<file path="src/mms_stage_regs.svh">
// Constants for the auxiliary-motor staging controller: encodings, defaults, timing.
// Assumes frequencies in 0.01 Hz, delays and ramp times in 0.1 s, error in 0.01 %.
`ifndef MMS_STAGE_REGS_SVH
`define MMS_STAGE_REGS_SVH

// ==================================================================
// Application mode
`define MMS_APP_MODE_STAGING  4'h3

// ==================================================================
// Setting limits and defaults
`define MMS_AUX_MAX           3'h4
`define MMS_AUX_MAX_NO_EXT    3'h3
`define MMS_AUX_COUNT_RST     3'h4
`define MMS_FIRST_AUX_RST     3'h1
`define MMS_START_FREQ_RST    16'h1387
`define MMS_STOP_FREQ_RST     16'h05DC
`define MMS_DELAY_RST         16'h0258
`define MMS_DELAY_MAX         16'h8CA0
`define MMS_MARGIN_RST        7'h02
`define MMS_RAMP_TIME_RST     13'h0014
`define MMS_MARGIN_SCALE      16'h0064

// ==================================================================
// Timing: delay resolution is one tenth of a second
`define MMS_CLK_PERIOD_NS     4
`define MMS_DELAY_UNIT_NS     100000000
`define MMS_DELAY_UNIT_CYC    (`MMS_DELAY_UNIT_NS / `MMS_CLK_PERIOD_NS)

`endif

</file>
<file path="src/mms_stage_pkg.sv">
// Types shared by the staging controller and its surroundings.
// Assumes the constants header is compiled alongside.
`default_nettype none

package mms_stage_pkg;

  typedef struct packed {
    logic [3:0]  app_mode;
    logic [2:0]  aux_motor_count;
    logic [2:0]  first_aux_select;
    logic [15:0] aux_start_delay;
    logic [15:0] aux_stop_delay;
    logic [6:0]  stage_pressure_margin;
    logic [12:0] main_ramp_up_time;
    logic [12:0] main_ramp_down_time;
  } mms_cfg_t;

  typedef logic [3:0][15:0] mms_freq4_t;

  typedef struct packed {
    logic        active;
    logic        up;
    logic [15:0] target;
    logic [12:0] time_tenths;
  } mms_ramp_t;

  typedef enum logic [2:0] {
    MMS_REGULATE  = 3'b001,
    MMS_RAMP_DOWN = 3'b010,
    MMS_RAMP_UP   = 3'b100
  } mms_state_t;

endpackage : mms_stage_pkg

`default_nettype wire

</file>
<file path="src/mms_stage.sv">
// Staging controller: one speed-regulated main motor plus up to four on/off aux motors.
// Assumes all inputs are synchronous to SYS_CLK and settings are held steady by software.
//
// How it works
// - Staging runs and the option settings are shown only while the app mode equals 3.
// - The main motor stays under feedback control, each aux motor is only switched on or off.
// - Aux outputs are relay 1, relay 2, open collector 1, plus a relay from the extension card.
// - The aux count setting (0 to 4, default 4) limits how many outputs take part.
// - Aux motors start in cyclic order from the first-aux selection (1 to 4).
// - Running aux motors stop in reverse start order, newest first.
// - A running count from zero to the configured number is always readable.
// - Each aux motor has its own start frequency, 0 to 60 Hz, default 49.99 Hz.
// - The next aux starts when speed exceeds its start frequency, delay elapsed, error above margin.
// - Each aux motor has its own stop frequency, 0 to 60 Hz, default 15.00 Hz.
// - The newest aux stops when speed is below its stop frequency, delay elapsed, error below margin.
// - The error is compared against a pressure margin of 0 to 100 percent, default 2.
// - Any aux switch suspends feedback control and runs a plain ramp instead.
// - After a start the main motor ramps down to that motor's stop frequency on the down time.
// - After a stop the main motor ramps up to that motor's start frequency on the up time.
`timescale 1ns/1ns
`default_nettype none
`include "mms_stage_regs.svh"

module mms_stage #(
  parameter int unsigned DELAY_UNIT_CYC = `MMS_DELAY_UNIT_CYC,
  parameter int unsigned AUX_OUTPUTS    = 4
) (
  input  wire logic                    SYS_CLK,
  input  wire logic                    RESET_N,
  input  wire mms_stage_pkg::mms_cfg_t   CFG,
  input  wire mms_stage_pkg::mms_freq4_t AUX_START_FREQ,
  input  wire mms_stage_pkg::mms_freq4_t AUX_STOP_FREQ,
  input  wire logic                    EXT_CARD_PRESENT,
  input  wire logic [15:0]             MAIN_SPEED,
  input  wire logic signed [15:0]      PID_ERROR,
  output logic                         STAGE_ENABLE,
  output logic                         OPTION_PARAM_GROUP,
  output logic [AUX_OUTPUTS-1:0]       AUX_OUT,
  output logic [2:0]                   AUX_RUNNING_COUNT,
  output mms_stage_pkg::mms_ramp_t       RAMP
);

  // ==================================================================
  // Settings decode
  logic        stage_en;
  logic [2:0]  num_eff;
  logic [2:0]  first_idx;
  logic [15:0] margin_scaled;

  assign stage_en = (CFG.app_mode == `MMS_APP_MODE_STAGING);

  always_comb begin
    num_eff = CFG.aux_motor_count;
    if (num_eff > `MMS_AUX_MAX) begin
      num_eff = `MMS_AUX_MAX;
    end
    if (!EXT_CARD_PRESENT && num_eff > `MMS_AUX_MAX_NO_EXT) begin
      num_eff = `MMS_AUX_MAX_NO_EXT;
    end
  end

  assign first_idx     = (CFG.first_aux_select == 3'h0) ? 3'h0 : CFG.first_aux_select - 3'h1;
  assign margin_scaled = 16'({9'h000, CFG.stage_pressure_margin} * `MMS_MARGIN_SCALE);

  // Position k in the rotation, wrapped by the configured motor count
  function automatic logic [2:0] mms_wrap(input logic [2:0] base, input logic [2:0] k,
                                          input logic [2:0] num);
    logic [3:0] s;
    s = {1'b0, base} + {1'b0, k};
    for (int i = 0; i < 3; i++) begin
      if (num != 3'h0 && s >= {1'b0, num}) begin
        s = s - {1'b0, num};
      end
    end
    return s[2:0];
  endfunction : mms_wrap

  // ==================================================================
  // Rotation and conditions
  mms_stage_pkg::mms_state_t state_reg;
  logic [AUX_OUTPUTS-1:0]    aux_reg;
  logic [2:0]                cnt_reg;
  logic [2:0]                next_idx;
  logic [2:0]                last_idx;
  logic [15:0]               start_f;
  logic [15:0]               stop_f;
  logic                      start_cond;
  logic                      stop_cond;
  logic                      start_go;
  logic                      stop_go;
  logic [15:0]               start_tmr_reg;
  logic [15:0]               stop_tmr_reg;
  logic [31:0]               pre_reg;
  logic                      tick;

  assign next_idx = mms_wrap(first_idx, cnt_reg, num_eff);
  assign last_idx = mms_wrap(first_idx, cnt_reg - 3'h1, num_eff);
  assign start_f  = AUX_START_FREQ[next_idx[1:0]];
  assign stop_f   = AUX_STOP_FREQ[last_idx[1:0]];

  assign start_cond = stage_en && cnt_reg < num_eff && MAIN_SPEED > start_f
                      && PID_ERROR > $signed(margin_scaled);
  assign stop_cond  = stage_en && cnt_reg != 3'h0 && MAIN_SPEED < stop_f
                      && PID_ERROR < $signed(margin_scaled);

  assign start_go = state_reg == mms_stage_pkg::MMS_REGULATE && start_cond
                    && start_tmr_reg >= CFG.aux_start_delay;
  assign stop_go  = state_reg == mms_stage_pkg::MMS_REGULATE && !start_go && stop_cond
                    && stop_tmr_reg >= CFG.aux_stop_delay;

  // ==================================================================
  // Tenth-second time base
  assign tick = (pre_reg == DELAY_UNIT_CYC - 1);

  always_ff @(posedge SYS_CLK or negedge RESET_N) begin
    if (!RESET_N) begin
      pre_reg <= 32'h0000_0000;
    end else if (tick) begin
      pre_reg <= 32'h0000_0000;
    end else begin
      pre_reg <= pre_reg + 32'h0000_0001;
    end
  end

  // ==================================================================
  // Start and stop delay timers, cleared whenever their condition lapses
  always_ff @(posedge SYS_CLK or negedge RESET_N) begin
    if (!RESET_N) begin
      start_tmr_reg <= 16'h0000;
    end else if (!start_cond || state_reg != mms_stage_pkg::MMS_REGULATE || start_go) begin
      start_tmr_reg <= 16'h0000;
    end else if (tick && start_tmr_reg != `MMS_DELAY_MAX) begin
      start_tmr_reg <= start_tmr_reg + 16'h0001;
    end
  end

  always_ff @(posedge SYS_CLK or negedge RESET_N) begin
    if (!RESET_N) begin
      stop_tmr_reg <= 16'h0000;
    end else if (!stop_cond || state_reg != mms_stage_pkg::MMS_REGULATE || stop_go) begin
      stop_tmr_reg <= 16'h0000;
    end else if (tick && stop_tmr_reg != `MMS_DELAY_MAX) begin
      stop_tmr_reg <= stop_tmr_reg + 16'h0001;
    end
  end

  // ==================================================================
  // Aux outputs and running count
  always_ff @(posedge SYS_CLK or negedge RESET_N) begin
    if (!RESET_N) begin
      aux_reg <= '0;
      cnt_reg <= 3'h0;
    end else if (!stage_en) begin
      aux_reg <= '0;
      cnt_reg <= 3'h0;
    end else if (start_go) begin
      aux_reg[next_idx[1:0]] <= 1'b1;
      cnt_reg <= cnt_reg + 3'h1;
    end else if (stop_go) begin
      aux_reg[last_idx[1:0]] <= 1'b0;
      cnt_reg <= cnt_reg - 3'h1;
    end
  end

  // ==================================================================
  // Main motor ramp while an aux motor is switched
  mms_stage_pkg::mms_ramp_t ramp_reg;

  always_ff @(posedge SYS_CLK or negedge RESET_N) begin
    if (!RESET_N) begin
      state_reg <= mms_stage_pkg::MMS_REGULATE;
      ramp_reg  <= '0;
    end else begin
      case (state_reg)
        mms_stage_pkg::MMS_REGULATE: begin
          if (start_go) begin
            state_reg            <= mms_stage_pkg::MMS_RAMP_DOWN;
            ramp_reg.active      <= 1'b1;
            ramp_reg.up          <= 1'b0;
            ramp_reg.target      <= AUX_STOP_FREQ[next_idx[1:0]];
            ramp_reg.time_tenths <= CFG.main_ramp_down_time;
          end else if (stop_go) begin
            state_reg            <= mms_stage_pkg::MMS_RAMP_UP;
            ramp_reg.active      <= 1'b1;
            ramp_reg.up          <= 1'b1;
            ramp_reg.target      <= AUX_START_FREQ[last_idx[1:0]];
            ramp_reg.time_tenths <= CFG.main_ramp_up_time;
          end
        end
        mms_stage_pkg::MMS_RAMP_DOWN: begin
          if (!stage_en || MAIN_SPEED <= ramp_reg.target) begin
            state_reg       <= mms_stage_pkg::MMS_REGULATE;
            ramp_reg.active <= 1'b0;
          end
        end
        mms_stage_pkg::MMS_RAMP_UP: begin
          if (!stage_en || MAIN_SPEED >= ramp_reg.target) begin
            state_reg       <= mms_stage_pkg::MMS_REGULATE;
            ramp_reg.active <= 1'b0;
          end
        end
        default: begin
          state_reg       <= mms_stage_pkg::MMS_REGULATE;
          ramp_reg.active <= 1'b0;
        end
      endcase
    end
  end

  // ==================================================================
  // Enable flags
  always_ff @(posedge SYS_CLK or negedge RESET_N) begin
    if (!RESET_N) begin
      STAGE_ENABLE       <= 1'b0;
      OPTION_PARAM_GROUP <= 1'b0;
    end else begin
      STAGE_ENABLE       <= stage_en;
      OPTION_PARAM_GROUP <= stage_en;
    end
  end

  assign AUX_OUT           = aux_reg;
  assign AUX_RUNNING_COUNT = cnt_reg;
  assign RAMP              = ramp_reg;
endmodule : mms_stage

`default_nettype wire

</file>
<file path="config.mk">
export PLATFORM = sky130hd
export DESIGN_NAME = mms_stage
export DESIGN_NICKNAME = d
export VERILOG_FILES = /design/src/mms_stage_pkg.sv /design/src/mms_stage.sv
export VERILOG_INCLUDE_DIRS = /design/src /design/src/src
export SDC_FILE = /design/constraint.sdc
export NUM_CORES = 1
export LEC_CHECK = 0
export BUFFER_PORTS_ARGS = -buffer_cell sky130_fd_sc_hd__buf_2
export CAP_MARGIN = 15
export CORE_MARGIN = 8
export CORE_UTILIZATION = 60
export CTS_BUF_LIST = sky130_fd_sc_hd__clkbuf_8
export DETAILED_ROUTE_END_ITERATION = 7
export PLACE_DENSITY = 0.88
export SLEW_MARGIN = 40
export SYNTH_ARGS = -nofsm -noshare
export SYNTH_HDL_FRONTEND = slang
export SYNTH_SLANG_ARGS = --single-unit
export TNS_END_PERCENT = 30
</file>
<file path="constraint.sdc">
create_clock -name SYS_CLK -period 20.4 [get_ports SYS_CLK]
set_input_delay 0 -clock SYS_CLK [delete_from_list [all_inputs] [get_ports SYS_CLK]]
set_output_delay 0 -clock SYS_CLK [all_outputs]
set_load 0.1 [all_outputs]
</file>
# Yosys cells after proc, flatten, opt, wreduce, memory -nomap -nowiden
# Cells that the tools add are included.
# op_classes
n_reduce_logical	41
bitwise_logic	3
add_sub_neg	14
mux	42
multipliers	1
eq_ne	12
order_cmp	21
# ops
operator	n
$bmux 16 s2	4
$mux 16	8
$mux 31	2
$ge 16x16->1	3
$add 16x1->16 const B	2
$add 32x1->32 const B	1
$eq 32x25->1 const B	1
$mux 32	1
$ne 16x16->1 const B	2
$mux 3	10
$mux 4	7
$ge 4x3->1	6
$logic_and 1x1->1	22
$gt 16x15->1	1
$gt 16x16->1	1
$le 16x16->1	1
$lt 16x15->1	1
$lt 16x16->1	1
$sub 4x3->4	4
$mul 7x5->12 const B	1
$pmux 3 s3	1
$add 3x3->4	2
$logic_or 1x1->1	6
$lt 2x3->1 const B	2
other kinds (27)	44
# word_totals
elab_cells	145
inputBits	238
out_inout_bits	40
ff_bits	106

# Longest topological paths before layout
# Gate-level depths: netlist of the first run.
# logic_depth
depth_word	28
ltp_mapped	44
ltp_nobuf	40

# Worst setup path after synthesis of the first run
# Ideal clock, no wire load.
# synth_path
path_type	reg2reg
start	register cnt_reg[0], in the netlist AUX_RUNNING_COUNT[0]
end	register cnt_reg[1], in the netlist AUX_RUNNING_COUNT[1]
t_required_ns	20.320
period_less_slack_ns	9.152
setup_time_ns	0.080
path_stages_with_launch	40
n_path_buf	3
slack_ns	11.248
t_arrival_ns	9.072
cell_sequence	dfrtp_1 -> inv_1 -> ha_1 -> inv_1 -> fa_1 -> inv_1 -> fa_1 -> a21bo_1 -> a21oi_2 -> a21oi_2 -> mux2_2 -> ha_1 -> fa_1 -> a21boi_0 -> a211oi_2 -> a21o_1 -> mux2_4 -> ha_1 -> [4 not listed] -> a31oi_1 -> nand2_1 -> mux2i_4 -> buf_6 -> buf_2 -> mux2_2 -> o21ai_1 -> ha_1 -> a21oi_1 -> o22ai_1 -> nor3_1 -> o311a_1 -> nand3b_1 -> a21oi_2 -> o21bai_2 -> buf_4 -> mux2_2 -> a21oi_1
# synth_between
elab_chain_len	22
elab_cells_between_ends	52
classes_between	add/sub: 10; order compare: 9; eq/ne: 1; mux: 13; reduce/logical: 19
# synth_rtl
element	line	text
start, declared	mms_stage.sv:82	logic [2:0] cnt_reg;
start signal, assigned	mms_stage.sv:158	cnt_reg <= cnt_reg + 3'h1;
start signal, assigned	mms_stage.sv:161	cnt_reg <= cnt_reg - 3'h1;
parallel branches: the longest is 22 deep, another holds $add 3x3->4	n/a	
# Parallel ways; which one is timed is not known. The select of a mux whose other input is x is not followed.
# A chain may end at the register's enable or synchronous reset.

# Worst setup path in the final report of the first run
# layout_path
start	register cnt_reg[1], in the netlist AUX_RUNNING_COUNT[1]
end	register ramp_reg (netlist bit RAMP[3])
# layout_between
elab_chain_len	23
elab_cells_between_ends	50
classes_between	add/sub: 9; order compare: 9; mux: 11; reduce/logical: 21
# layout_rtl
element	line	text
parallel branches: the longest is 23 deep, another holds $add 3x3->4	n/a	
end, declared	mms_stage.sv:167	mms_stage_pkg::mms_ramp_t ramp_reg;
# Parallel ways; which one is timed is not known. The select of a mux whose other input is x is not followed.

==> flow_summary_export.csv, run 1 <==
group,metric,value,unit
sta,rsz0062_at_grt,"no",
critical_path,cp_slowest_cell,"fa_1",
critical_path,start_kind,"flip-flop",
yosys,ys_seq_area_frac,0.2357,
critical_path,worstReg2RegStart,"AUX_RUNNING_COUNT[1]",
finish,num-fill-cells,1419,
yosys,synth_top_area_frac,0.2334,
yosys,synth_top_family_by_area,"adder cells",
finish,multiInputGateArea,7985,um2
placement,portBuffers,277,
detailed_routing,vias,10770,
clocking,cts_buffers,9,
hold_path,hp-start,"AUX_START_FREQ[7]",
finish,final_util,0.7129,
detailed_routing,drt_iter0_markers,856,
sta,period_needed,10.89,ns
critical_path,crit_arrival,11.16,ns
clocking,clock_latency,0.40,ns
pwr,intPower,652.6,uW
run,drv_cap,0,
finish,fin_nets,1936,
critical_path,r2r_slack,9.51,ns
placement,place_congestion,0.9429,
critical_path,reg2regPathDepth,38,
hold_path,worstHoldEndpoint,"RAMP[20]",
yosys,synth-edff-count,0,
global_routing,grt_pass1_vias,10880,
detailed_routing,vias_per_cell,6.063,
critical_path,slowest_delay,0.63,ns
yosys,syn_nets,1655,
pwr,p_per_area,93.72,nW/um2
sta,fmax,91.83,MHz
yosys,synthArstFlopShare,1.000,
floorplanning,die_x,153.0,um
critical_path,endpoint_kind,"flip-flop",
critical_path,r2r_end,"RAMP[3]",
yosys,synth_area,11260,um2
yosys,synth_xor_area_frac,0.05213,
critical_path,critPathKind,"reg -> reg",
sta,final.period_utilization,0.5338,
pwr,p_leak,6.893,nW
sta,finalSetupTns,0,ns
yosys,yosysTopAreaCell,"dfrtp_1",
global_routing,grt_use_total,0.2815,
sta,fin_worst_skew,0.02148,ns
global_routing,antenna_found_initial,2,
pwr,power,1.242,mW
floorplanning,core.rowCount,50,
yosys,syn_area_per_cell,8.977,um2
detailed_routing,drc_errors,0,
yosys,ys_top_cells_by_area,"dfrtp_1, ha_1, mux2i_1",
finish,seq_area,2654,um2
pwr,p_seq_frac,0.169,
sta,whs,0.05631,ns
finish,drive_gt1_frac,0.2541,
hold_path,hold_depth,5,
yosys,ys_seq_elements,106,
detailed_routing,wl,33890,um
yosys,synth_warnings,0,
pwr,switching_share,0.4743,
finish,area_growth,17.67,%
sta,setup-violations-final,0,
yosys,ys_types,78,
yosys,yosys_most_used_dff,"dfrtp_1",
pwr,ir_drop,0.1301,mV
floorplanning,die_h,153.0,um
sta,slew_viol_final,0,
yosys,synth_most_common_cell,"ha_1",
detailed_routing,dr.pass1.iters,6,
global_routing,grt_max_degree,73,
yosys,synth_commonest_cells,"ha_1, nor2_1, nand2_1",
pwr,p_switching,588.9,uW
clocking,cts-root-buf,"clkbuf_8",
global_routing,grt_pass1_wl,54200,um
clocking,cts_tree,"done",
yosys,syn_inst,1254,
placement,hpwl,26730,um
sta,hold_violations,0,
floorplanning,dieArea,23400,um2
yosys,synth_compound_area_frac,0.1532,
clocking,clkTransAtPathRegs,0.12,ns
yosys,synthMuxAreaShare,0.1514,
detailed_routing,wl_per_cell,19.08,um
yosys,synth-adder-area-share,0.1878,
sta,max_slew_margin,0.4643,
floorplanning,start_util,0.6059,
pwr,p_clk_frac,0.111,
floorplanning,io_pins,278,
hold_path,hold_path_class,"in -> reg",
critical_path,cp_max_fo,36,
global_routing,grt_overflow,0,
clocking,cts.sinks,106,
critical_path,critPathRequiredTime,20.67,ns
detailed_routing,antenna_left,0,
outcome,status,"finished clean",
clocking,clk_path_buf_depth,2,
floorplanning,coreArea,18580,um2
clocking,cts_max_level,3,
yosys,yosys.area_share.simple,0.1616,
sta,worst_pin_slew,0.8015,ns
pwr,pwr-share-comb,0.720,
finish,largest_reg_flops,32,
-- cell usage in the layout (no fill, tap or decap), types with 10 or more instances in the layout --
master,netlist,final
buf_4,15,11
a21oi_1,70,70
a21o_1,28,28
xor2_1,36,36
nor2_1,120,120
o21ai_0,36,36
mux2i_1,84,82
o21ai_1,21,21
nor2b_1,11,11
mux2_2,30,30
mux4_2,17,17
ha_1,153,153
and3_1,15,15
xnor2_1,31,31
dfrtp_1,105,105
inv_1,96,97
dlygate4sd3_1,0,27
nand3_1,35,35
nor3_1,13,13
nand2_1,118,118
a211oi_2,16,16
buf_2,10,276
nand4_1,22,22
fa_1,10,10
-- critical path: cells and delay by family (launching register included) --
kind,cells,cell delay (ns)
flops,1,0.51
fa+ha+maj,7,2.40
buf+inv,7,1.99
compound gates,15,3.77
mux,4,1.36
simple gates,5,0.73
-- worst max-delay path by stage --
stage                               startpoint              endpoint  slack (ns)
final                     AUX_RUNNING_COUNT[1]               RAMP[3]        9.51
after global routing      AUX_RUNNING_COUNT[1]               RAMP[3]        8.85
after CTS                 AUX_RUNNING_COUNT[1]               RAMP[1]        9.69
after detailed placement  AUX_RUNNING_COUNT[1]            AUX_OUT[3]        9.76
after global placement    AUX_RUNNING_COUNT[1]            AUX_OUT[3]       10.09
after floorplan           AUX_RUNNING_COUNT[0]  AUX_RUNNING_COUNT[1]       11.25
-- power by group through the flow --
stage	clock network (mW)	registers [mW]	logic, mW
2_1_floorplan	0	0.215	0.680
3_3_place_gp	0	0.214	0.826
3_5_place_dp	0	0.214	0.865
4_1_cts	0.138	0.210	0.875
5_1_grt	0.147	0.210	0.965
6_report	0.137	0.210	0.894
-- kinds of logic (layout without fill, tap and decap cells) --
group           Yosys count  after routing
compound gates          252            252
xor+xnor                 67             67
fa+ha+maj               163            163
buf+inv                 142            427
flops                   106            106
mux                     141            141
other cells               0              3
simple gates            383            383
-- stage by stage --
| stage | std cells | setup slack [ns] | cell area, um2 |
|---|---|---|---|
| floorplan | 1254 | 11.25 | 11260 |
| global placement | 1730 | 10.09 | 12760 |
| detailed placement | 1731 | 9.761 | 12780 |
| CTS | 1773 | 9.693 | 13240 |
| global route | 1775 | 8.852 | 13240 |
| finish | 1776 | 9.511 | 13250 |
-- cell type report --
| type | instances | share of cell area |
|---|---|---|
| Multi-Input combinational cell | 1006 | 0.6028 |
| Tap cell | 234 | 0.02210 |
| Inverter | 96 | 0.02720 |
| Clock buffer | 9 | 0.009351 |
| Antenna cell | 3 | 0.0005667 |
| Clock inverter | 6 | 0.005006 |
| Timing Repair Buffer | 316 | 0.1326 |
| Sequential cell | 106 | 0.2003 |
-- timing repair --
action	4_1_cts	5_1_grt
hold buffers	27	0
buffers inserted	0	0
endpoints found under the hold margin	47	0
gates resized for setup	0	0
-- metal layers --
| layer | global-route usage | vias up | part of all wire |
|---|---|---|---|
| met2 | 0.4768 | 548 | 0.48 |
| li1 | - | 5054 | - |
| met5 | 0 | - | 0 |
| met1 | 0.3299 | 5048 | 0.39 |
| met3 | 0.06654 | 118 | 0.088 |
| met4 | 0.1395 | 0 | 0.040 |
Note: power is estimated with default switching activity, not from simulation.
==> inputs of run 2 (changes only) <==
CORE_UTILIZATION = 51   (was 60)
PLACE_DENSITY = 0.8   (was 0.88)
clock period = 9.2 ns   (was 20.4 ns; I/O delays follow)
==> flow_summary_export.csv, run 2 (synthesized netlist as in run 1, its figures left out) <==
group,metric,value,unit
outcome,status,"finished clean",
critical_path,worstSetupEndpoint,"AUX_RUNNING_COUNT[0]",
detailed_routing,antenna_left,0,
critical_path,crit_arrival,8.98,ns
sta,period_needed,8.669,ns
sta,slew_viol_final,0,
pwr,p_per_area,215.4,nW/um2
placement,post-place-ws,-0.1156,ns
critical_path,endpoint_kind,"flip-flop",
clocking,cts_max_level,3,
sta,rsz0062_at_grt,"no",
clocking,cts_buffers,9,
sta,hold_violations,0,
floorplanning,dieArea,27080,um2
clocking,cts.sinks,106,
run,drv_cap,0,
clocking,cts_tree,"done",
global_routing,grt_use_total,0.2578,
pwr,ir_drop,0.1649,mV
detailed_routing,drc_errors,0,
critical_path,crit_start,"AUX_RUNNING_COUNT[0]",
global_routing,grt_overflow,0,
detailed_routing,wl,35450,um
pwr,pwr-share-comb,0.728,
finish,n_antenna_cell,0,
clocking,clkTransAtPathRegs,0.12,ns
global_routing,antenna_found_initial,0,
floorplanning,die_h,164.6,um
sta,fin_worst_skew,0.01894,ns
placement,place_congestion,0.9679,
pwr,intPower,1.629,mW
clocking,clock_latency,0.40,ns
detailed_routing,wl_per_cell,19.16,um
critical_path,r2r_end,"AUX_RUNNING_COUNT[0]",
floorplanning,coreArea,21760,um2
clocking,clk_path_buf_depth,2,
detailed_routing,drt_iter0_markers,687,
finish,largest_reg_flops,32,
placement,portBuffers,277,
global_routing,grt_pass1_vias,11190,
finish,area_growth,21.50,%
finish,fin_nets,1966,
finish,num-fill-cells,1840,
hold_path,hold_depth,5,
detailed_routing,vias,10690,
critical_path,cp_max_fo,19,
sta,fmax,115.4,MHz
critical_path,reg2regPathDepth,36,
critical_path,slowest_delay,0.61,ns
floorplanning,start_util,0.5174,
floorplanning,core.rowCount,54,
pwr,switching_share,0.4470,
hold_path,hold_path_class,"in -> reg",
sta,final.period_utilization,0.9423,
pwr,p_seq_frac,0.158,
sta,setup-violations-final,0,
global_routing,grt_max_degree,44,
sta,max_slew_margin,0.4624,
pwr,p_leak,7.048,nW
finish,final_common_cell,"buf_2",
critical_path,critPathRequiredTime,9.51,ns
sta,worst_pin_slew,0.7991,ns
floorplanning,io_pins,278,
detailed_routing,dr.pass1.iters,5,
critical_path,r2r_slack,0.53,ns
critical_path,start_kind,"flip-flop",
critical_path,critPathKind,"reg -> reg",
placement,hpwl,28600,um
pwr,p_clk_frac,0.114,
clocking,cts-root-buf,"clkbuf_8",
finish,drive_gt1_frac,0.2739,
global_routing,grt_pass1_wl,55740,um
sta,finalWorstSetupSlack,0.5311,ns
pwr,p_switching,1.317,mW
finish,final_cell_mix,"buf_2, ha_1, nor2_1, nand2_1, dfrtp_1",
detailed_routing,vias_per_cell,5.779,
critical_path,worstReg2RegStart,"AUX_RUNNING_COUNT[0]",
finish,seq_area,2654,um2
pwr,power,2.947,mW
finish,multiInputGateArea,8019,um2
floorplanning,die_x,164.6,um
critical_path,cp_slowest_cell,"fa_2",
run 2: cell count changes in the layout (fill, tap and decap cells not counted), moves of 2 or more:
cell / delta
buf_4: +24
buf_12: +6
diode_2: -3
inv_6: +2
run 2: power by group through the flow:
| stage | Clock, mW | Sequential (mW) | Combinational (mW) |
|---|---|---|---|
| finish | 0.337 | 0.466 | 2.14 |
| global route | 0.362 | 0.466 | 2.34 |
| CTS | 0.347 | 0.466 | 2.01 |
| detailed placement | 0 | 0.475 | 2.00 |
| global placement | 0 | 0.475 | 1.95 |
| floorplan | 0 | 0.476 | 1.51 |
run 2: how the worst min path moves through the flow:
| stage | to | from |
|---|---|---|
| 6_report | RAMP[15] | AUX_START_FREQ[18] |
| 5_1_grt | RAMP[15] | AUX_START_FREQ[2] |
| 4_1_cts | RAMP[15] | AUX_START_FREQ[18] |
| 3_5_place_dp | start_tmr_reg[15] | RESET_N |
| 3_3_place_gp | start_tmr_reg[15] | RESET_N |
| 2_1_floorplan | AUX_OUT[0] | RESET_N |
run 2: what timing repair did:
item / CTS / global route
hold endpoints to repair: 55 / 0
hold buffers: 27 / 0
setup endpoints to repair: 26 / 56
setup buffers: 2 / 5
resized for setup: 0 / 10
gates cloned: 0 / 1
pin swaps: 1 / 2
run 2: per-stage QoR:
| step | area (um2) | util | setup TNS (ns) | std cells | hold WS [ns] |
|---|---|---|---|---|---|
| finish | 13680 | 0.6287 | 0 | 1850 | 0.06296 |
| global route | 13680 | 0.6287 | 0 | 1850 | 0.07267 |
| CTS | 13560 | 0.6235 | 0 | 1844 | 0.04308 |
| detailed placement | 13060 | 0.6001 | -1.093 | 1799 | 0.02779 |
| global placement | 13040 | 0.5991 | 0 | 1798 | 0.02840 |
| floorplan | 11260 | - | 0 | 1254 | -0.2956 |
run 2: per-layer routing:
layer,global-route usage,share of wire
met1,0.3079,0.40
met2,0.4421,0.49
met3,0.05459,0.072
met4,0.1089,0.042
met5,0,0
run 2: cell type report:
| cell class | instances | share of cell area |
|---|---|---|
| Sequential cell | 106 | 0.1940 |
| Timing Repair Buffer | 346 | 0.1514 |
| Tap cell | 280 | 0.02562 |
| Clock inverter | 7 | 0.007227 |
| Multi-Input combinational cell | 1006 | 0.5863 |
| Clock buffer | 9 | 0.009057 |
| Inverter | 96 | 0.02635 |
run 2: critical path: cells and delay by family, from the launching register on:
family,cells,cell delay [ns]
adders and majority gates,7,2.57
AOI/OAI and AO/OA,13,2.55
muxes,4,1.36
and+or+nand+nor,7,0.99
buffers and inverters,5,0.68
DFF,1,0.42
==> inputs of run 3 (changes only) <==
GPL_TIMING_DRIVEN = 0   (was not set)
==> flow_summary_export.csv, run 3 (synthesized netlist as in run 1, its figures left out) <==
group,metric,value,unit
floorplanning,die_x,164.6,um
critical_path,worstReg2RegStart,"AUX_RUNNING_COUNT[0]",
detailed_routing,vias,11010,
critical_path,critPathKind,"reg -> reg",
finish,largest_reg_flops,32,
clocking,cts.sinks,106,
critical_path,crit_arrival,9.25,ns
critical_path,critPathRequiredTime,9.49,ns
sta,finalSetupTns,0,ns
global_routing,grt_use_total,0.2733,
sta,max_slew_margin,0.4884,
sta,fmax,111.6,MHz
critical_path,endpoint_kind,"flip-flop",
pwr,ir_drop,0.2100,mV
sta,whs,0.06022,ns
critical_path,r2r_end,"RAMP[20]",
critical_path,reg2regPathDepth,39,
finish,num-fill-cells,1900,
finish,final_common_cell,"buf_2",
hold_path,worstHoldEndpoint,"RAMP[13]",
clocking,clkTransAtPathRegs,0.11,ns
critical_path,timing.critical_path.mode_cell,"ha_1",
clocking,cts-root-buf,"clkbuf_8",
global_routing,grt_pass1_vias,11130,
run,drv_cap,0,
pwr,p_clk_frac,0.114,
floorplanning,dieArea,27080,um2
detailed_routing,wl_per_cell,20.34,um
critical_path,slowest_delay,0.58,ns
finish,seq_area,2656,um2
detailed_routing,drc_errors,0,
pwr,p_per_area,226.0,nW/um2
critical_path,cp_max_fo,10,
global_routing,grt_pass1_wl,58230,um
finish,multiInputGateArea,8093,um2
detailed_routing,wl,38070,um
clocking,cts_max_level,3,
pwr,p_switching,1.495,mW
finish,drive_gt1_frac,0.2904,
finish,area_growth,23.14,%
clocking,clock_latency,0.41,ns
hold_path,hold_depth,5,
detailed_routing,antenna_left,0,
hold_path,hp-start,"AUX_START_FREQ[0]",
pwr,p_seq_frac,0.149,
pwr,p_leak,7.134,nW
sta,hold_violations,0,
placement,hpwl,30150,um
clocking,clk_path_buf_depth,2,
detailed_routing,vias_per_cell,5.882,
finish,fin_nets,1987,
detailed_routing,dr.pass1.iters,6,
finish,final_cell_mix,"buf_2, ha_1, nor2_1, nand2_1, dfrtp_1",
sta,final.period_utilization,0.9744,
outcome,status,"finished clean",
pwr,pwr-share-comb,0.737,
floorplanning,core.rowCount,54,
clocking,cts_tree,"done",
sta,slew_viol_final,0,
sta,fin_worst_skew,0.01769,ns
floorplanning,start_util,0.5174,
detailed_routing,drt_iter0_markers,721,
floorplanning,coreArea,21760,um2
sta,worst_pin_slew,0.7604,ns
pwr,intPower,1.638,mW
clocking,cts_buffers,9,
pwr,switching_share,0.4772,
sta,setup-violations-final,0,
placement,portBuffers,277,
placement,place_congestion,0.9719,
hold_path,hold_path_class,"in -> reg",
global_routing,antenna_found_initial,3,
critical_path,start_kind,"flip-flop",
global_routing,grt_overflow,0,
global_routing,grt_max_degree,63,
critical_path,cp_slowest_cell,"fa_2",
sta,period_needed,8.964,ns
critical_path,r2r_slack,0.24,ns
floorplanning,io_pins,278,
floorplanning,die_h,164.6,um
run 3: changes by cell type in the layout (fill, tap and decap cells not counted), moves of 6 or more:
cell	change
buf_4	-7
o21ai_2	+6
buf_6	+7
buf_2	+8
o21ai_1	-8
clkbuf_1	+6
clkbuf_2	+6
run 3: how the worst max path moves through the flow:
stage | cells after the start | endpoint | startpoint
2_1_floorplan | 39 | AUX_RUNNING_COUNT[1] | AUX_RUNNING_COUNT[0]
3_3_place_gp | 36 | stop_tmr_reg[4] | CFG[69]
3_5_place_dp | 38 | stop_tmr_reg[2] | AUX_RUNNING_COUNT[1]
4_1_cts | 40 | RAMP[21] | AUX_RUNNING_COUNT[0]
5_1_grt | 39 | AUX_RUNNING_COUNT[1] | AUX_RUNNING_COUNT[0]
6_report | 39 | RAMP[20] | AUX_RUNNING_COUNT[0]
run 3: final cells by class:
cell class | count | area share
multi-input combinational | 1006 | 0.5838
buffer | 46 | 0.02401
clock inverter | 7 | 0.008394
inverter | 96 | 0.02600
sequential | 106 | 0.1916
tap | 280 | 0.02527
clock buffer | 9 | 0.008936
timing repair buffer | 321 | 0.1318
antenna | 1 | 0.0001805
run 3: metrics by stage:
step | area [um2] | setup WS (ns) | total power [mW] | util | instances
finish | 13860 | 0.2355 | 3.132 | 0.6372 | 1872
global route | 13860 | -0.03894 | 3.302 | 0.6372 | 1872
CTS | 13640 | -0.01316 | 2.961 | 0.6270 | 1860
detailed placement | 13030 | -1.125 | 2.552 | 0.5990 | 1812
global placement | 12990 | -1.006 | 2.506 | 0.5973 | 1811
floorplan | 11260 | 0.04788 | 1.984 | - | 1254
run 3: routing by layer:
metal  up-vias  track usage  share of wire
met5         -            0        0.00060
met1      5293       0.3388           0.42
met4         4      0.08640          0.026
met3        78      0.06107          0.078
met2       482       0.4642           0.48
li1       5154            -              -
run 3: critical path: cells and delay by family, from the launching register on:
family / cells / cell delay [ns]
adder cells (fa/ha/maj): 8 / 2.79
AO/OA/AOI/OAI: 15 / 2.67
multiplexers: 4 / 1.37
buffers and inverters: 7 / 0.99
AND/OR/NAND/NOR: 5 / 0.57
flip-flops: 1 / 0.44
run 3: timing repair:
item,CTS,global route
hold endpoints to repair,118,0
hold buffers,27,0
pin swaps,1,6
gates resized for setup,16,43
endpoints found under the setup margin,56,66
setup buffers,5,11
run 3: power groups by stage:
stage | registers [mW] | clock network, mW | logic (mW)
finish | 0.466 | 0.358 | 2.31
global route | 0.466 | 0.379 | 2.46
CTS | 0.466 | 0.365 | 2.13
detailed placement | 0.475 | 0 | 2.08
global placement | 0.475 | 0 | 2.03
floorplan | 0.476 | 0 | 1.51
